## src/rtl/rtc_regs.vh

```
// register map, field positions, reset values and timing constants of the clock/calendar block
//
// Summary of operation
// RULE1 - host writes zero to fixed-zero control bits; unused bits ignored on read
// RULE2 - control one bit 7 selects external test clock driving the counter chain
// RULE3 - stop bit clears prescaler and halts timekeeping; 32.768 kHz output keeps running
// RULE4 - control one bit 3 is power reset override; zero in normal operation
// RULE5 - alarm match sets alarm flag, countdown end sets countdown flag; both sticky
// RULE6 - alarm flag reads back; writing zero clears it, writing one keeps it
// RULE7 - countdown flag reads back; written value is ANDed with the held flag
// RULE8 - alarm interrupt enable zero keeps alarm flag off the interrupt output
// RULE9 - countdown interrupt enable zero keeps countdown flag off the interrupt output
// RULE10 - interrupt output is OR of enabled alarm and countdown conditions
// RULE11 - level mode: interrupt active while countdown flag set and enabled
// RULE12 - pulse mode: each expiry gives a pulse whose width depends on source and count
// RULE13 - alarm flag with its enable always drives interrupt as a level
// RULE14 - in pulse mode countdown flag and pulse start in the same cycle; here the pulse starts one cycle before the flag bit goes high
// RULE15 - countdown value zero stops the countdown with no further expiries
// RULE16 - hours counter keeps BCD 00 to 23 in low six bits, upper two zero
// RULE17 - alarm field bit 7 set excludes that field from the alarm match
// RULE18 - internal reset clears all, sets flag, low-voltage, source, override, disable bits
// RULE19 - source select picks 4096, 64, 1 or 1/60 Hz; count reads back live
// RULE20 - interrupt pin is active-low open drain, released when nothing is active
// RULE21 - registers reached by word address; here over an APB slave
`ifndef RTC_REGS_VH
`define RTC_REGS_VH

// ****************************************
// register indices (byte address is index times four)
// ****************************************
`define IDX_CTRL_ONE      4'h0
`define IDX_CTRL_TWO      4'h1
`define IDX_SECONDS       4'h2
`define IDX_MINUTES       4'h3
`define IDX_HOURS         4'h4
`define IDX_DAY           4'h5
`define IDX_WEEKDAY       4'h6
`define IDX_MONTH         4'h7
`define IDX_YEAR          4'h8
`define IDX_MIN_MATCH     4'h9
`define IDX_HOUR_MATCH    4'ha
`define IDX_DAY_MATCH     4'hb
`define IDX_WDAY_MATCH    4'hc
`define IDX_SQWAVE        4'hd
`define IDX_CD_CTRL       4'he
`define IDX_CD_VALUE      4'hf
`define REG_IDX_LAST      6'h0f

// ****************************************
// field positions
// ****************************************
`define BIT_TEST_MODE     7
`define BIT_STOP          5
`define BIT_OVERRIDE      3
`define BIT_LEVEL_PULSE   4
`define BIT_ALARM_FLAG    3
`define BIT_CD_FLAG       2
`define BIT_ALARM_IE      1
`define BIT_CD_IE         0
`define BIT_LOW_VOLTAGE   7
`define BIT_FIELD_DIS     7
`define BIT_SQ_ENABLE     7
`define BIT_CD_ENABLE     7

// writable masks: fixed-zero and unused bits are dropped
`define MASK_CTRL_ONE     8'ha8
`define MASK_CTRL_TWO     8'h13
`define MASK_MINUTES      8'h7f
`define MASK_HOURS        8'h3f
`define MASK_DAY          8'h3f
`define MASK_WEEKDAY      8'h07
`define MASK_SEL          8'h83

// ****************************************
// reset values
// ****************************************
`define RST_CTRL_ONE      8'h08
`define RST_CTRL_TWO      8'h04
`define RST_SECONDS       8'h80
`define RST_MATCH         8'h80
`define RST_SQWAVE        8'h00
`define RST_CD_CTRL       8'h03
`define RST_ZERO          8'h00

// ****************************************
// source selections
// ****************************************
`define SRC_4096          2'h0
`define SRC_64            2'h1
`define SRC_1             2'h2
`define SRC_60TH          2'h3

// ****************************************
// timing, in oscillator ticks of 32768 Hz, plus the last seconds count and divider bit positions
// ****************************************
`define PW_TICKS_8192     10'h004
`define PW_TICKS_4096     10'h008
`define PW_TICKS_128      10'h100
`define PW_TICKS_64       10'h200
`define DIV_MASK_4096     15'h0007
`define DIV_MASK_64       15'h01ff
`define DIV_MASK_1        15'h7fff
`define SECS_PER_MIN_LAST 6'h3b
`define SQ_BIT_1024       4
`define SQ_BIT_32         9
`define SQ_BIT_1          14

`endif

```

## src/rtl/rtc_byte_store.v

```verilog
// small byte store for the plain calendar registers, registered read
`timescale 1ns/10ps
`include "rtc_regs.vh"
module rtc_byte_store (
  input  wire       clk,
  input  wire       rst,
  input  wire       ce,
  input  wire       wr_en,
  input  wire [1:0] wr_addr,
  input  wire [7:0] wr_data,
  input  wire [1:0] rd_addr,
  output reg  [7:0] rd_data_q
);
  reg [7:0] mem_q [0:3];
  genvar    g;

  // ****************************************
  // storage words, reset to their image
  // ****************************************
  generate
    for (g = 0; g < 4; g = g + 1) begin : g_word
      always @(posedge clk) begin
        if (rst) begin
          mem_q[g] <= (g == 0) ? `RST_SECONDS : `RST_ZERO; // RULE18
        end else if (ce && wr_en && wr_addr == g) begin
          mem_q[g] <= wr_data;
        end
      end
    end
  endgenerate

  // registered read port
  always @(posedge clk) begin
    if (rst) begin
      rd_data_q <= `RST_ZERO;
    end else if (ce) begin
      rd_data_q <= mem_q[rd_addr];
    end
  end
endmodule

```

## src/rtl/rtc_ctrl_status.v

```verilog
// control, status, countdown and interrupt logic of the clock/calendar block
`timescale 1ns/10ps
`include "rtc_regs.vh"
module rtc_ctrl_status #(
  parameter OSC_STOP_CYCLES = 12288
) (
  input  wire        clk,
  input  wire        rst,
  input  wire        ce,
  input  wire        psel,
  input  wire        penable,
  input  wire        pwrite,
  input  wire [7:0]  paddr,
  input  wire [31:0] pwdata,
  output wire [31:0] prdata,
  output wire        pready,
  output wire        pslverr,
  input  wire        osc_in,
  input  wire        external_test_clock,
  output wire        irq_out,
  output wire        irq_oe_n,
  output reg         square_wave_q,
  output wire        square_wave_oe_n,
  output wire        internal_reset
);

  // ****************************************
  // functions
  // ****************************************
  // one alarm field: disabled fields always match
  function field_match;
    input [7:0] alarm;
    input [7:0] cur;
    input [7:0] mask;
    begin
      field_match = alarm[`BIT_FIELD_DIS] | ((alarm & mask) == (cur & mask)); // RULE17
    end
  endfunction

  // maps a register index onto the byte store word, flags store membership
  function [2:0] store_slot;
    input [3:0] idx;
    begin
      case (idx)
        `IDX_SECONDS: store_slot = 3'h4;
        `IDX_MONTH:   store_slot = 3'h5;
        `IDX_YEAR:    store_slot = 3'h6;
        default:      store_slot = 3'h0;
      endcase
    end
  endfunction

  // ****************************************
  // declarations
  // ****************************************
  reg  [7:0]  ctrl_one_q;
  reg  [7:0]  ctrl_two_q;
  reg  [7:0]  minutes_q;
  reg  [7:0]  hours_q;
  reg  [7:0]  day_q;
  reg  [7:0]  weekday_q;
  reg  [7:0]  match_q [0:3];
  reg  [7:0]  sqwave_q;
  reg  [7:0]  cd_ctrl_q;
  reg  [7:0]  cd_reload_q;
  reg  [7:0]  cd_count_q;
  reg  [14:0] div_q;
  reg  [5:0]  sec_cnt_q;
  reg  [9:0]  pulse_q;
  reg  [9:0]  pulse_width;
  reg         match_prev_q;
  reg  [2:0]  osc_sync_q;
  reg  [2:0]  ext_sync_q;
  reg  [15:0] stop_cnt_q;
  reg         rd_done_q;
  reg         rd_from_store_q;
  reg  [7:0]  rd_byte_q;
  reg  [7:0]  rd_byte_d;
  wire [7:0]  store_rdata;
  wire [5:0]  idx_full;
  wire [3:0]  idx;
  wire        mapped;
  wire        wr_acc;
  wire        rd_acc;
  wire        osc_tick;
  wire        chain_tick;
  wire        tick_4096;
  wire        tick_64;
  wire        tick_1;
  wire        tick_60th;
  wire        src_tick;
  wire        cd_expire;
  wire        alarm_match;
  wire        alarm_event;
  wire        irq_active;
  wire [2:0]  slot;
  wire        osc_stopped;
  wire        iclr;
  genvar      g;

  // ****************************************
  // apb decode
  // ****************************************
  assign idx_full = paddr[7:2];
  assign idx      = paddr[5:2];
  assign mapped   = (idx_full <= `REG_IDX_LAST) && (paddr[1:0] == 2'h0); // RULE21
  assign wr_acc   = ce && psel && penable && pwrite && mapped;
  assign rd_acc   = ce && psel && penable && !pwrite && !rd_done_q;
  assign slot     = store_slot(idx);
  // writes answer at once, reads one cycle later from flops
  assign pready   = psel && penable && ((pwrite && ce) || rd_done_q);
  assign pslverr  = pready && !mapped;
  assign prdata   = {24'h000000, rd_from_store_q ? store_rdata : rd_byte_q};

  // read mux of the registers held here; unused bits read zero except in the hour, day and weekday match registers
  always @* begin
    rd_byte_d = `RST_ZERO;
    case (idx)
      `IDX_CTRL_ONE:   rd_byte_d = ctrl_one_q;
      `IDX_CTRL_TWO:   rd_byte_d = ctrl_two_q; // RULE6 RULE7
      `IDX_MINUTES:    rd_byte_d = minutes_q;
      `IDX_HOURS:      rd_byte_d = hours_q;
      `IDX_DAY:        rd_byte_d = day_q;
      `IDX_WEEKDAY:    rd_byte_d = weekday_q;
      `IDX_MIN_MATCH:  rd_byte_d = match_q[0];
      `IDX_HOUR_MATCH: rd_byte_d = match_q[1];
      `IDX_DAY_MATCH:  rd_byte_d = match_q[2];
      `IDX_WDAY_MATCH: rd_byte_d = match_q[3];
      `IDX_SQWAVE:     rd_byte_d = sqwave_q;
      `IDX_CD_CTRL:    rd_byte_d = cd_ctrl_q;
      `IDX_CD_VALUE:   rd_byte_d = cd_count_q; // RULE19
      default:         rd_byte_d = `RST_ZERO;
    endcase
    if (!mapped) begin
      rd_byte_d = `RST_ZERO;
    end
  end

  // read answer flops
  always @(posedge clk) begin
    if (iclr) begin
      rd_done_q       <= 1'b0;
      rd_from_store_q <= 1'b0;
      rd_byte_q       <= `RST_ZERO;
    end else if (ce) begin
      rd_done_q       <= rd_acc;
      if (rd_acc) begin
        rd_from_store_q <= slot[2] && mapped;
        rd_byte_q       <= rd_byte_d;
      end
    end
  end

  // seconds, month and year live in the byte store
  rtc_byte_store u_store (
    .clk       (clk),
    .rst       (iclr),
    .ce        (ce),
    .wr_en     (wr_acc && slot[2]),
    .wr_addr   (slot[1:0]),
    .wr_data   (pwdata[7:0]),
    .rd_addr   (slot[1:0]),
    .rd_data_q (store_rdata)
  );

  // ****************************************
  // pin synchronisers and oscillator watch
  // ****************************************
  // two flops before use; the third only delays for edge detection
  always @(posedge clk) begin
    if (rst) begin
      osc_sync_q <= 3'h0;
      ext_sync_q <= 3'h0;
    end else if (ce) begin
      osc_sync_q <= {osc_sync_q[1:0], osc_in};
      ext_sync_q <= {ext_sync_q[1:0], external_test_clock};
    end
  end

  assign osc_tick   = osc_sync_q[1] && !osc_sync_q[2];
  assign chain_tick = ctrl_one_q[`BIT_TEST_MODE] ? (ext_sync_q[1] && !ext_sync_q[2]) // RULE2
                                                 : osc_tick;

  // counts clk cycles since the last rising oscillator edge
  always @(posedge clk) begin
    if (rst || osc_tick) begin
      stop_cnt_q <= 16'h0000;
    end else if (ce && !osc_stopped) begin
      stop_cnt_q <= stop_cnt_q + 16'h0001;
    end
  end

  assign osc_stopped    = (stop_cnt_q >= OSC_STOP_CYCLES[15:0]);
  assign internal_reset = osc_stopped && ctrl_one_q[`BIT_OVERRIDE]; // RULE4
  assign iclr           = rst || (ce && internal_reset);

  // ****************************************
  // prescaler chain
  // ****************************************
  // stop clears the divider at once and holds it
  always @(posedge clk) begin
    if (iclr || ctrl_one_q[`BIT_STOP]) begin
      div_q     <= 15'h0000; // RULE3
      sec_cnt_q <= 6'h00;
    end else if (ce && chain_tick) begin
      div_q <= div_q + 15'h0001;
      if (tick_1) begin
        sec_cnt_q <= (sec_cnt_q == `SECS_PER_MIN_LAST) ? 6'h00 : sec_cnt_q + 6'h01;
      end
    end
  end

  assign tick_4096 = chain_tick && ((div_q & `DIV_MASK_4096) == `DIV_MASK_4096);
  assign tick_64   = chain_tick && ((div_q & `DIV_MASK_64) == `DIV_MASK_64);
  assign tick_1    = chain_tick && (div_q == `DIV_MASK_1);
  assign tick_60th = tick_1 && (sec_cnt_q == `SECS_PER_MIN_LAST);

  // ****************************************
  // register writes
  // ****************************************
  always @(posedge clk) begin
    if (iclr) begin
      ctrl_one_q  <= `RST_CTRL_ONE; // RULE18
      minutes_q   <= `RST_ZERO;
      hours_q     <= `RST_ZERO;
      day_q       <= `RST_ZERO;
      weekday_q   <= `RST_ZERO;
      sqwave_q    <= `RST_SQWAVE;
      cd_ctrl_q   <= `RST_CD_CTRL;
      cd_reload_q <= `RST_ZERO;
    end else if (wr_acc) begin
      case (idx)
        `IDX_CTRL_ONE: ctrl_one_q  <= pwdata[7:0] & `MASK_CTRL_ONE; // RULE1
        `IDX_MINUTES:  minutes_q   <= pwdata[7:0] & `MASK_MINUTES;
        `IDX_HOURS:    hours_q     <= pwdata[7:0] & `MASK_HOURS; // RULE16
        `IDX_DAY:      day_q       <= pwdata[7:0] & `MASK_DAY;
        `IDX_WEEKDAY:  weekday_q   <= pwdata[7:0] & `MASK_WEEKDAY;
        `IDX_SQWAVE:   sqwave_q    <= pwdata[7:0] & `MASK_SEL;
        `IDX_CD_CTRL:  cd_ctrl_q   <= pwdata[7:0] & `MASK_SEL;
        `IDX_CD_VALUE: cd_reload_q <= pwdata[7:0];
        default:       ctrl_one_q  <= ctrl_one_q;
      endcase
    end
  end

  // alarm match registers, disable bit set at reset
  generate
    for (g = 0; g < 4; g = g + 1) begin : g_match
      always @(posedge clk) begin
        if (iclr) begin
          match_q[g] <= `RST_MATCH; // RULE18
        end else if (wr_acc && idx == (`IDX_MIN_MATCH + g)) begin
          match_q[g] <= pwdata[7:0];
        end
      end
    end
  endgenerate

  // ****************************************
  // countdown
  // ****************************************
  assign src_tick = (cd_ctrl_q[1:0] == `SRC_4096) ? tick_4096 : // RULE19
                    (cd_ctrl_q[1:0] == `SRC_64)   ? tick_64   :
                    (cd_ctrl_q[1:0] == `SRC_1)    ? tick_1    : tick_60th;

  // a zero count never expires
  assign cd_expire = ce && cd_ctrl_q[`BIT_CD_ENABLE] && src_tick
                     && (cd_count_q == 8'h01) && !(wr_acc && idx == `IDX_CD_VALUE); // RULE15

  // live count: loaded by the host, reloaded at each expiry
  always @(posedge clk) begin
    if (iclr) begin
      cd_count_q <= `RST_ZERO;
    end else if (wr_acc && idx == `IDX_CD_VALUE) begin
      cd_count_q <= pwdata[7:0];
    end else if (cd_expire) begin
      cd_count_q <= cd_reload_q;
    end else if (ce && cd_ctrl_q[`BIT_CD_ENABLE] && src_tick && cd_count_q != 8'h00) begin
      cd_count_q <= cd_count_q - 8'h01; // RULE15
    end
  end

  // pulse width from the source and the loaded count
  always @* begin
    case (cd_ctrl_q[1:0])
      `SRC_4096: pulse_width = (cd_reload_q == 8'h01) ? `PW_TICKS_8192 : `PW_TICKS_4096;
      `SRC_64:   pulse_width = (cd_reload_q == 8'h01) ? `PW_TICKS_128 : `PW_TICKS_64;
      default:   pulse_width = `PW_TICKS_64;
    endcase
  end

  // pulse timer, counted in oscillator ticks
  always @(posedge clk) begin
    if (iclr) begin
      pulse_q <= 10'h000;
    end else if (cd_expire) begin
      pulse_q <= pulse_width; // RULE12
    end else if (ce && osc_tick && pulse_q != 10'h000) begin
      pulse_q <= pulse_q - 10'h001;
    end
  end

  // ****************************************
  // alarm and flags
  // ****************************************
  assign alarm_match = field_match(match_q[0], minutes_q, `MASK_MINUTES)
                     & field_match(match_q[1], hours_q, `MASK_HOURS)
                     & field_match(match_q[2], day_q, `MASK_DAY)
                     & field_match(match_q[3], weekday_q, `MASK_WEEKDAY)
                     & ~(match_q[0][7] & match_q[1][7] & match_q[2][7] & match_q[3][7]);
  assign alarm_event = ce && alarm_match && !match_prev_q;

  // remembers the match so one match sets the flag once
  always @(posedge clk) begin
    if (iclr) begin
      match_prev_q <= 1'b0;
    end else if (ce) begin
      match_prev_q <= alarm_match;
    end
  end

  // flags: set wins over a clearing write in the same cycle
  always @(posedge clk) begin
    if (iclr) begin
      ctrl_two_q <= `RST_CTRL_TWO; // RULE18
    end else begin
      if (wr_acc && idx == `IDX_CTRL_TWO) begin
        ctrl_two_q[`BIT_LEVEL_PULSE] <= pwdata[`BIT_LEVEL_PULSE];
        ctrl_two_q[`BIT_ALARM_IE]    <= pwdata[`BIT_ALARM_IE];
        ctrl_two_q[`BIT_CD_IE]       <= pwdata[`BIT_CD_IE];
        ctrl_two_q[`BIT_ALARM_FLAG]  <= alarm_event
          | (ctrl_two_q[`BIT_ALARM_FLAG] & pwdata[`BIT_ALARM_FLAG]); // RULE6
        ctrl_two_q[`BIT_CD_FLAG]     <= cd_expire
          | (ctrl_two_q[`BIT_CD_FLAG] & pwdata[`BIT_CD_FLAG]); // RULE7
      end else begin
        if (alarm_event) begin
          ctrl_two_q[`BIT_ALARM_FLAG] <= 1'b1; // RULE5
        end
        if (cd_expire) begin
          ctrl_two_q[`BIT_CD_FLAG] <= 1'b1; // RULE5 RULE14
        end
      end
    end
  end

  // ****************************************
  // interrupt and square wave pins
  // ****************************************
  assign irq_active = (ctrl_two_q[`BIT_ALARM_FLAG] & ctrl_two_q[`BIT_ALARM_IE]) // RULE8 RULE13
                    | (ctrl_two_q[`BIT_CD_IE] // RULE9 RULE10
                       & (ctrl_two_q[`BIT_LEVEL_PULSE] ? (cd_expire | (pulse_q != 10'h000)) // RULE14
                                                       : ctrl_two_q[`BIT_CD_FLAG])); // RULE11
  assign irq_out  = 1'b0;
  assign irq_oe_n = ~irq_active; // RULE20

  // square wave: 32.768 kHz runs even while stopped
  always @(posedge clk) begin
    if (iclr) begin
      square_wave_q <= 1'b0;
    end else if (ce) begin
      case (sqwave_q[1:0])
        2'h0:    square_wave_q <= osc_sync_q[1]; // RULE3
        2'h1:    square_wave_q <= div_q[`SQ_BIT_1024];
        2'h2:    square_wave_q <= div_q[`SQ_BIT_32];
        default: square_wave_q <= div_q[`SQ_BIT_1];
      endcase
    end
  end

  // open drain: pulls low only while enabled and the wave is low
  assign square_wave_oe_n = ~(sqwave_q[`BIT_SQ_ENABLE] & ~square_wave_q);
endmodule

```

## config.mk

```make
export PLATFORM = sky130hd
export DESIGN_NAME = rtc_ctrl_status
export DESIGN_NICKNAME = d
export VERILOG_FILES = /design/src/rtl/rtc_byte_store.v /design/src/rtl/rtc_ctrl_status.v
export VERILOG_INCLUDE_DIRS = /design/src /design/src/rtl
export SDC_FILE = /design/constraint.sdc
export NUM_CORES = 1
export LEC_CHECK = 0
export BUFFER_PORTS_ARGS = -buffer_cell sky130_fd_sc_hd__buf_2
export CAP_MARGIN = 20
export CORE_UTILIZATION = 40
export CTS_BUF_LIST = sky130_fd_sc_hd__clkbuf_16
export CTS_CLUSTER_SIZE = 20
export DETAILED_ROUTE_END_ITERATION = 8
export GPL_TIMING_DRIVEN = 0
export PLACE_DENSITY = 0.7
export SKIP_LAST_GASP = 1
export SLEW_MARGIN = 15
export SYNTH_ARGS = -nofsm -noshare
export SYNTH_HDL_FRONTEND = slang
export SYNTH_HIERARCHICAL = 1
export SYNTH_SLANG_ARGS = --single-unit
```

## constraint.sdc

```tcl
create_clock -name clk -period 2.8 [get_ports clk]
set_input_delay 0.14 -clock clk [delete_from_list [all_inputs] [get_ports clk]]
set_output_delay 0.14 -clock clk [all_outputs]
set_load 0.02 [all_outputs]
```

Word-level counts from Yosys, hierarchy flattened

Memory sizes are Yosys's and may differ from the RTL's. A register that Yosys moved wholly into a read port is not among the register bits.
Cells that the tools add are included.

Bits in registers: 117
Bits in writable memories: 64
Input port bits: 48
Output and inout bits: 39
Word-level logic and storage cells: 228
Memories: 2

Add/sub/neg operators: 5
$lt $le $gt $ge: 2
Eq/ne operators: 32
Muxes and demuxes: 56
Bitwise operators: 32
Reductions and logical operators: 76

Memory list:

| memory        | depth | width | read ports | clocked after memory_dff | write ports | line                 | RTL |
|---|---|---|---|---|---|---|---|
| match_q       | 4     | 8     | 4          | 0                        | 4           | rtc_ctrl_status.v:62 | `reg [7:0] match_q [0:3];` |
| u_store.mem_q | 4     | 8     | 1          | 1                        | 4           | rtc_byte_store.v:14  | `reg [7:0] mem_q [0:3];` |

Operators with widths:

| kind                                                                    | number |
|---|---|
| 8-bit 2-to-1 mux                                                        | 13 |
| 8-bit one-hot mux with 13 select lines                                  | 1 |
| 1-bit logical AND                                                       | 43 |
| 1-bit 2-to-1 mux                                                        | 33 |
| 4-bit == test, second input constant                                    | 8 |
| 10-bit 2-to-1 mux                                                       | 3 |
| 10-bit one-hot mux with 2 select lines                                  | 1 |
| 2-bit AND reduction                                                     | 10 |
| 16-bit by 1-bit adder with 16-bit output, second input constant         | 1 |
| 4-bit by 3-bit == test with 1-bit output, second input constant         | 4 |
| 8-bit by 1-bit == test with 1-bit output, second input constant         | 2 |
| 16-bit by 14-bit >= comparator with 1-bit output, second input constant | 1 |
| 1-bit OR                                                                | 16 |
| 15-bit by 1-bit adder with 15-bit output, second input constant         | 1 |
| 15-bit == test, second input constant                                   | 1 |
| 1-bit AND                                                               | 12 |
| 6-bit == test                                                           | 2 |
| 10-bit nonzero test                                                     | 1 |
| 10-bit by 1-bit subtractor with 10-bit output, second input constant    | 1 |
| 9-bit == test, second input constant                                    | 1 |
| 3-bit one-hot mux with 3 select lines                                   | 1 |
| 2-bit == test, second input constant                                    | 4 |
| 4-bit by 2-bit == test with 1-bit output, second input constant         | 2 |
| 1-bit logical NOT                                                       | 8 |
| other kinds (20)                                                        | 33 |

Longest topological paths before layout

Gate-level depths: netlist (run 1).

Depth in word-level cells: 16
Gate-level depth with buffers: 11
Depth with buffers taken out: 10

Hierarchy

The synthesis (run 1) kept the hierarchy.

By module, submodules not included:

| module          | instances | cells an instance | area an instance (µm²) | sequential area each (µm²) |
|---|---|---|---|---|
| rtc_ctrl_status | 1         | 868               | 7912.6                 | 3303.2 |
| rtc_byte_store  | 1         | 135               | 1796.7                 | 1121.1 |

Worst setup path after synthesis (run 1)

OpenSTA, ideal clock, no wires.

Path kind: register -> register
Start point: reg stop_cnt_q[12]
End point: mem u_store.mem_q[2][0] (enable)
Library setup time: 375 ps
Arrival time: 2437 ps
Setup slack: -11 ps
Cell stages (with the launch flop): 10
Path buffers: 4
Cell sequence: dfxtp_1 a211o_1 and2_1 a21oi_1 clkinv_1 clkbuf_1 buf_1 buf_2 clkbuf_1 o21bai_1

RTL lines:

| what                     | line                  | RTL |
|---|---|---|
| start: declaration       | rtc_ctrl_status.v:74  | `reg [15:0] stop_cnt_q;` |
| start signal: assignment | rtc_ctrl_status.v:189 | `stop_cnt_q <= stop_cnt_q + 16'h0001;` |
| end: declaration         | rtc_byte_store.v:14   |  |

Worst setup path in the final report (run 1)

Start point: reg div_q[2]
End point: out irq_oe_n

Longest elaborated chain between the ends: 14
Elaborated cells on any way between the ends: 18

RTL lines:

| what                              | line                  | RTL |
|---|---|---|
| start: declaration                | rtc_ctrl_status.v:67  | `reg [14:0] div_q;` |
| start signal: assignment          | rtc_ctrl_status.v:206 | `div_q <= div_q + 15'h0001;` |
| 15-bit == test (no source line)   | -                     |  |
| 1-bit logical AND                 | rtc_ctrl_status.v:215 | `` assign tick_1 = chain_tick && (div_q == `DIV_MASK_1); `` |
| 1-bit logical AND                 | rtc_ctrl_status.v:216 | `` assign tick_60th = tick_1 && (sec_cnt_q == `SECS_PER_MIN_LAST); `` |
| 1-bit 2-to-1 mux                  | rtc_ctrl_status.v:264 | `` (cd_ctrl_q[1:0] == `SRC_1) ? tick_1 : tick_60th; `` |
| 1-bit 2-to-1 mux                  | rtc_ctrl_status.v:263 | `` (cd_ctrl_q[1:0] == `SRC_64) ? tick_64 : `` |
| 1-bit 2-to-1 mux *                | rtc_ctrl_status.v:262 | `` assign src_tick = (cd_ctrl_q[1:0] == `SRC_4096) ? tick_4096 : `` |
| 1-bit logical AND * (3 in series) | rtc_ctrl_status.v:267 | `` assign cd_expire = ce && cd_ctrl_q[`BIT_CD_ENABLE] && src_tick `` |
| 1-bit OR *                        | rtc_ctrl_status.v:351 | `` & (ctrl_two_q[`BIT_LEVEL_PULSE] ? (cd_expire \| (pulse_q != 10'h000)) `` |
| 1-bit 2-to-1 mux *                | rtc_ctrl_status.v:351 |  |
| 1-bit AND *                       | rtc_ctrl_status.v:350 | `` \| (ctrl_two_q[`BIT_CD_IE] `` |
| 1-bit OR *                        | rtc_ctrl_status.v:349 | `` assign irq_active = (ctrl_two_q[`BIT_ALARM_FLAG] & ctrl_two_q[`BIT_ALARM_IE]) `` |
| 1-bit NOT *                       | rtc_ctrl_status.v:354 | `assign irq_oe_n = ~irq_active;` |
| end: declaration                  | rtc_ctrl_status.v:21  | `output wire irq_oe_n,` |

Every way passes the cells marked *; elsewhere a longest branch is shown, timed or not.

==> impl_results.md, run 1 <==
* Status: complete, no violations
* Pleak at about 4.1 nW
* R2R setup slack at about 0.15 ns
* Final Critical Period at roughly 2.7 ns
* Cell Pwr Density at about 510 nW/um2
* Die area at approximately 25000 um2
* Detailed Route WL at approximately 26 mm
* CP Buf/Inv Count at 2
* Worst reg2reg startpoint: stop_cnt_q[13]$_SDFFE_PP0P_
* Final hold viol count at 0
* Reg-to-reg endpoint: u_store/mem_q[3][0]$_SDFFCE_PN0P_
* Nets at about 1100
* Htree depth at 4
* Ports at 87
* RSZ-0062 raised after global routing: yes
* Die Height at about 160 um
* Hold EP: ext_sync_q[0]$_SDFFE_PP0P_
* R2R cell count at 10
* DP Cell Count at between 1000 and 1500
* Vias per cell at ~5.6
* Number of distinct library cells after synthesis at 83
* Most common cell after layout, fill and taps aside: dfxtp_1
* Ys async rst share at 0%
* Synth Register Bits at about 190
* Number of global-route vias before repair at around 7500
* # clock sinks at around 190
* CTS Root Cell: clkbuf_16
* Metal-1 WL at 11.6 mm
* Post-route design area at ~11000 um2
* Min-delay src: rst
* Syn avg cell area at 9.68 um2
* Slew @ Worst Pin at 0.870 ns
* CTS clk-pin slew, worst paths at 0.07 ns
* Worst hold slack at 0.0565 ns
* Core Area at 23600 um2
* Met3 routed WL at 2.01 mm
* Metal2 WL at 12.0 mm
* HP Class: in -> reg
* I/O Buffers at 34
* Residual DRC at 0
* N_diodes at 0
* HPWL after DPL at slightly below 20 mm
* Clock latency on the worst-skew pair at roughly 0.44 ns
* Setup crit end kind: output port
* Relative slew slack at about 42%
* Top Family by Delay on Critical Path: simple AND/OR/NAND/NOR gates
* Worst path most repeated cell: a21oi_2
* Initial antenna violation count at 0
* 1st-iter DRT viols at 808
* Startpoint types: flip-flop
* Via count at between 7000 and 8000
* Antenna-violating nets left at 0
* Share of cells above drive strength 1 at about 17%
* Max Fclk at 0.365 GHz
* Non-filler cells, final at ~1400
* Period utilization at a little under 100%
* Gpl congestion at just under 1
* Slowest CP cell: or3_4
* Clk_skew at approximately 0.011 ns
* Placed Instance Area at just over 10000 um2
* Setup violators final at 0
* Total CTS buffers at 17
* Routed len/inst at roughly 19 um
* CP cell instances: nand2_1, nor2_4, and3_4, ha_1, nand2_1, a21oi_2, a21oi_2, or3_4, buf_6, a31oi_4, a21oi_2, buf_4
* Post-synthesis sequential area ratio at 45.6%
* Drt first pass iters at 8
* Top_reg_cell synth: dfxtp_1
* Gate Count Post-Synth at 1003
* Row count at between 50 and 60
* Worst Path Arrival at about 2.6 ns
* Synthesized cell area at 9710 um2
* Total grt overflow at 0
* Max Cap Violations at 0
* Critical path class: reg -> out
* Pin count of the biggest net entering global routing at 20
* CTS tree: built
* Area grow syn2layout at 14.8%
* Worst Hold Path Cells at 2
* Starting Density at between 40 and 50%
* Largest stage delay, worst path at 0.40 ns
* Maximum VDD drop at approximately 0.35 mV
* Util after Layout at between 40% and 50%
* GRT Total Usage at between 20% and 30%
* First-pass GRT wire length at between 40 and 50 mm
* Post-synth EDFFs at 64
* WP data required at roughly 2.7 ns
* Most frequent cells in the layout: dfxtp_1, nor2_1, nand2_1, edfxtp_1, mux2i_1
* Die width at 158 um
* Max Used Layer: met4
* Ys Warns at 6
* Worst-path fanout max at 7
* Longest Clk Path Bufs at 2
* Slew Viols, Final at 0
==> synthesized netlist by cell type, drive strengths merged, types with 15 or more instances <==
master    n  area, um2
buf      47        325
nor2    107        404
xnor2    23        201
nor3     38        213
and2     37        231
clkbuf   36        135
nand3    29        158
a22oi    17        128
nand2    68        279
xor2     33        289
nor4     29        211
inv      26       97.6
dfxtp   125       2500
mux2i    52        521
a21oi    41        209
o21ai    32        160
edfxtp   64       1920
mux2     15        169
==> metal layers <==
layer	global-route usage [%]	up-vias
li1	-	3768
met1	28.6	3774
met2	35.0	315
met3	4.63	51
met4	8.28	0
met5	0	-
==> power breakdown <==
part           internal [mW]  leakage (nW)  switching (mW)
clock network           1.18         0.280            1.18
logic                  0.128          2.12           0.277
registers               2.87          1.66          0.0275
==> how the worst max path moves through the flow <==
stage | from | to | slack [ns] | depth (start not counted)
floorplan | stop_cnt_q[12]$_SDFFE_PP0P_ | u_store/mem_q[2][0]$_SDFFCE_PN0P_ | 0.12 | 9
global placement | ce | u_store/mem_q[3][2]$_SDFFCE_PN0P_ | -0.92 | 9
detailed placement | ce | u_store/mem_q[3][3]$_SDFFCE_PN0P_ | -0.95 | 9
CTS | div_q[2]$_SDFFE_PP0P_ | irq_oe_n | 0.0006 | 12
global route | div_q[3]$_SDFFE_PP0P_ | irq_oe_n | -0.02 | 12
finish | div_q[2]$_SDFFE_PP0P_ | irq_oe_n | 0.06 | 12
==> state kept, by name, indices dropped and copies added, names as in the netlist, 5 cells and up <==
| name | count |
|---|---|
| match_q | 32 |
| u_store/mem_q | 32 |
| stop_cnt_q | 16 |
| div_q | 15 |
| pulse_q | 10 |
| cd_count_q | 8 |
| cd_reload_q | 8 |
| rd_byte_q | 8 |
| u_store/rd_data_q | 8 |
| minutes_q | 7 |
| day_q | 6 |
| hours_q | 6 |
| sec_cnt_q | 6 |
| ctrl_two_q | 5 |
==> per-stage QoR <==
stage / worst slack, ns / total power, mW / setup TNS, ns
after floorplan: 0.119 / 3.21 / 0
after detailed placement: -0.954 / 3.35 / -47.44
after global placement: -0.918 / 3.34 / -46.87
after global routing: -0.0203 / 5.83 / -0.0203
after CTS: 0.000648 / 5.68 / 0
final: 0.0590 / 5.67 / 0
==> what timing repair did <==
item                       in CTS  in global routing
gates resized for setup        20                 19
setup endpoints to repair      74                 48
hold buffers                    2                  0
pin swaps                       2                  2
buffers inserted                2                  3
hold endpoints to repair        2                  0
==> area by class of cell <==
cell class | instances | area, um2
buffer | 82 | 464
clock inverter | 15 | 141
timing repair buffer | 44 | 245
clock buffer | 17 | 425
sequential | 189 | 4440
multi-input combinational | 728 | 4930
tap | 319 | 399
inverter | 27 | 103
fill | 2198 | 12500
==> kinds of logic (layout without fill, tap and decap cells) <==
family / count (synthesis) / in the layout / share of synthesized area (%)
buf+inv: 110 / 185 / 5.79
simple gates: 389 / 389 / 21.6
xor+xnor: 56 / 56 / 5.05
fa+ha+maj: 9 / 9 / 1.16
compound gates: 179 / 179 / 13.0
other cells: 1 / 25 / 0.0386
mux: 70 / 70 / 7.80
flops: 189 / 189 / 45.6
Power figures use the tool's default switching activity.
==> inputs of run 2 (changes only) <==
--- a/config.mk
+++ b/config.mk
@@ -13,7 +13,7 @@
 export CTS_CLUSTER_SIZE = 20
 export DETAILED_ROUTE_END_ITERATION = 8
 export GPL_TIMING_DRIVEN = 0
-export PLACE_DENSITY = 0.7
+export PLACE_DENSITY = 0.67
 export SKIP_LAST_GASP = 1
 export SLEW_MARGIN = 15
 export SYNTH_ARGS = -nofsm -noshare
==> constraint.sdc (replaced) <==
create_clock -name clk -period 2.7 [get_ports clk]
set_input_delay 0.135 -clock clk [delete_from_list [all_inputs] [get_ports clk]]
set_output_delay 0.135 -clock clk [all_outputs]
set_load 0.02 [all_outputs]
==> impl_results.md, run 2 (synthesis results as in run 1) <==
* Top Registers: match_q x32, u_store/mem_q x32, stop_cnt_q x16 (unchanged)
* GRT Total Usage at 22.2% (was 21.8%)
* CTS tree: built (unchanged)
* Drt first pass iters at 5 (was 8)
* Critical Path Start: cd_count_q[0]$_SDFFE_PP0P_ (was div_q[2]$_SDFFE_PP0P_)
* Gpl congestion at 0.947 (was 0.995)
* Initial antenna violation count at 0 (unchanged)
* Post-route design area at 11200 um2 (was 11100 um2)
* Status: complete, no violations (unchanged)
* Metal-1 WL at 12.2 mm (was 11.6 mm)
* Largest stage delay, worst path at 0.47 ns (was 0.40 ns)
* CP cell instances: ha_1, and3_1, nand2_8, or3_4, buf_6, a31oi_4, a21oi_2, buf_4 (was nand2_1, nor2_4, and3_4, ha_1, nand2_1, a21oi_2, a21oi_2, or3_4, buf_6, a31oi_4, a21oi_2, buf_4)
* Routed len/inst at 18.7 um (was 18.6 um)
* Critical path class: reg -> out (unchanged)
* Met3 routed WL at 1.75 mm (was 2.01 mm)
* Worst Path Arrival at 2.55 ns (was 2.60 ns)
* Clock network fraction of design power at 42.1% (was 41.8%)
* Startpoint types: flip-flop (unchanged)
* HP Class: in -> reg (unchanged)
* Maximum VDD drop at 0.438 mV (was 0.346 mV)
* R2R cell count at 7 (was 10)
* Max Fclk at roughly 0.37 GHz
* Placed Instance Area at 10400 um2 (unchanged)
* Comb power frac at 7.1% (was 7.2%)
* Util after Layout at 47.3% (was 47.2%)
* Antenna-violating nets left at 0 (unchanged)
* Fill cells at 2261 (was 2198)
* Final Critical Period at approximately 2.7 ns
* Row count at 56 (unchanged)
* Core Area at 23600 um2 (unchanged)
* Pin count of the biggest net entering global routing at 20 (unchanged)
* Longest Clk Path Bufs at 2 (unchanged)
* DP Worst Slack at -1.22 ns (was -0.954 ns)
* Cell Pwr Density at 529 nW/um2 (was 508 nW/um2)
* Period utilization at slightly below 100%
* # clock sinks at 189 (unchanged)
* Relative slew slack at 39.5% (was 41.5%)
* NetSw at 1.57 mW (was 1.49 mW)
* First-pass GRT wire length at 41.9 mm (was 41.1 mm)
* Setup crit end kind: output port (unchanged)
* Nets at 1150 (was 1146)
* Via count at 7912 (was 7908)
* CTS clk-pin slew, worst paths at 0.08 ns (was 0.07 ns)
* Share of cells above drive strength 1 at 17.5% (was 17.1%)
* Area grow syn2layout at 15.0% (was 14.8%)
* Residual DRC at 0 (unchanged)
* Total CTS buffers at 17 (unchanged)
* Vias per cell at 5.55 (was 5.57)
* Detailed Route WL at 26.7 mm (was 26.4 mm)
* 1st-iter DRT viols at 770 (was 808)
* Metal2 WL at 12.2 mm (was 12.0 mm)
* I/O Buffers at 34 (unchanged)
* Total grt overflow at 0 (unchanged)
* Clk_skew at 0.0169 ns (was 0.0109 ns)
* DP Cell Count at 1381 (unchanged)
* Final hold viol count at 0 (unchanged)
* CTS Root Cell: clkbuf_16 (unchanged)
* Most frequent cells in the layout: dfxtp_1, nor2_1, nand2_1, edfxtp_1, mux2i_1 (unchanged)
* Setup ws final at 0.0144 ns (was 0.0590 ns)
* Max Cap Violations at 0 (unchanged)
* N_diodes at 0 (unchanged)
* Worst hold slack at 0.0548 ns (was 0.0565 ns)
* Most common cell after layout, fill and taps aside: dfxtp_1 (unchanged)
* Die area at 24900 um2 (unchanged)
* RSZ-0062 raised after global routing: yes (unchanged)
* Reg-to-reg endpoint: match_q[3][1]$_SDFFCE_PN0P_ (was u_store/mem_q[3][0]$_SDFFCE_PN0P_)
* Clock latency on the worst-skew pair at 0.45 ns (was 0.44 ns)
* CP Capture Point: irq_oe_n (unchanged)
* Setup violators final at 0 (unchanged)
* Slew Viols, Final at 0 (unchanged)
* Max Used Layer: met4 (unchanged)
* Number of global-route vias before repair at 7420 (was 7524)
* Htree depth at 4 (unchanged)
* Pleak at 4.08 nW (was 4.05 nW)
* Overall Power at 5.91 mW (was 5.67 mW)
* Internal at 4.34 mW (was 4.18 mW)
* Ports at 87 (unchanged)
* Slowest CP cell: dfxtp_1 (was or3_4)
* Non-filler cells, final at 1425 (was 1421)
* Setup TNS at 0 ns (unchanged)
* Worst-path fanout max at 7 (unchanged)
* R2R setup slack at 0.05 ns (was 0.15 ns)
* Seq pwr share at 50.8% (was 51.1%)
* Worst reg2reg startpoint: stop_cnt_q[13]$_SDFFE_PP0P_ (unchanged)
* Slew @ Worst Pin at 0.901 ns (was 0.870 ns)
* Die Height at 158 um (unchanged)
* Die width at 158 um (unchanged)
* Switching Share at 26.6% (was 26.2%)
* Starting Density at 41.1% (unchanged)
* HPWL after DPL at 19.3 mm (about the same)
* WP data required at 2.57 ns (was 2.66 ns)
run 2: worst max-delay path, delay by kind of cell (launching register included):
| kind | cells | cell delay [ns] |
|---|---|---|
| and+or+nand+nor | 3 | 0.77 |
| DFF | 1 | 0.47 |
| buffers and inverters | 2 | 0.32 |
| adders and majority gates | 1 | 0.31 |
| AOI/OAI and AO/OA | 2 | 0.24 |
run 2: layer usage:
| metal | vias up | track usage (%) |
|---|---|---|
| met5 | - | 0 |
| met4 | 0 | 7.67 |
| met3 | 42 | 4.11 |
| met2 | 278 | 35.1 |
| met1 | 3809 | 30.4 |
| li1 | 3783 | - |
run 2: power by group through the flow:
stage	clock network, mW	registers [mW]	logic (mW)
finish	2.48	3.00	0.421
global route	2.63	3.01	0.452
CTS	2.52	3.00	0.414
detailed placement	0	3.07	0.404
global placement	0	3.07	0.400
floorplan	0	3.06	0.272
run 2: worst min-delay path by stage:
stage,startpoint,endpoint,slack (ns),cells past startpoint
2_1_floorplan,pwdata[5],day_q[5]$_SDFFE_PP0P_,0.27,2
3_3_place_gp,external_test_clock,ext_sync_q[0]$_SDFFE_PP0P_,0.37,3
3_5_place_dp,external_test_clock,ext_sync_q[0]$_SDFFE_PP0P_,0.38,3
4_1_cts,pwdata[0],cd_count_q[0]$_SDFFE_PP0P_,0.05,3
5_1_grt,pwdata[0],cd_count_q[0]$_SDFFE_PP0P_,0.05,3
6_report,pwdata[0],cd_count_q[0]$_SDFFE_PP0P_,0.05,3
run 2: cell type report:
| type | count | area, um2 | share of cell area [%] |
|---|---|---|---|
| clock buffers | 17 | 425 | 3.81 |
| repair buffers | 50 | 295 | 2.64 |
| clock inverters | 15 | 143 | 1.28 |
| multi-input cells | 728 | 4900 | 43.9 |
| flip-flops and latches | 189 | 4440 | 39.7 |
| plain buffers | 80 | 458 | 4.10 |
| well taps | 319 | 399 | 3.57 |
| inverters | 27 | 106 | 0.952 |
run 2: repair_timing:
action                                  CTS  global route
hold buffers                              2             0
buffers inserted                         12             1
endpoints found under the setup margin  178            38
resized for setup                        33             6
endpoints found under the hold margin     2             0
pin swaps                                 5             2
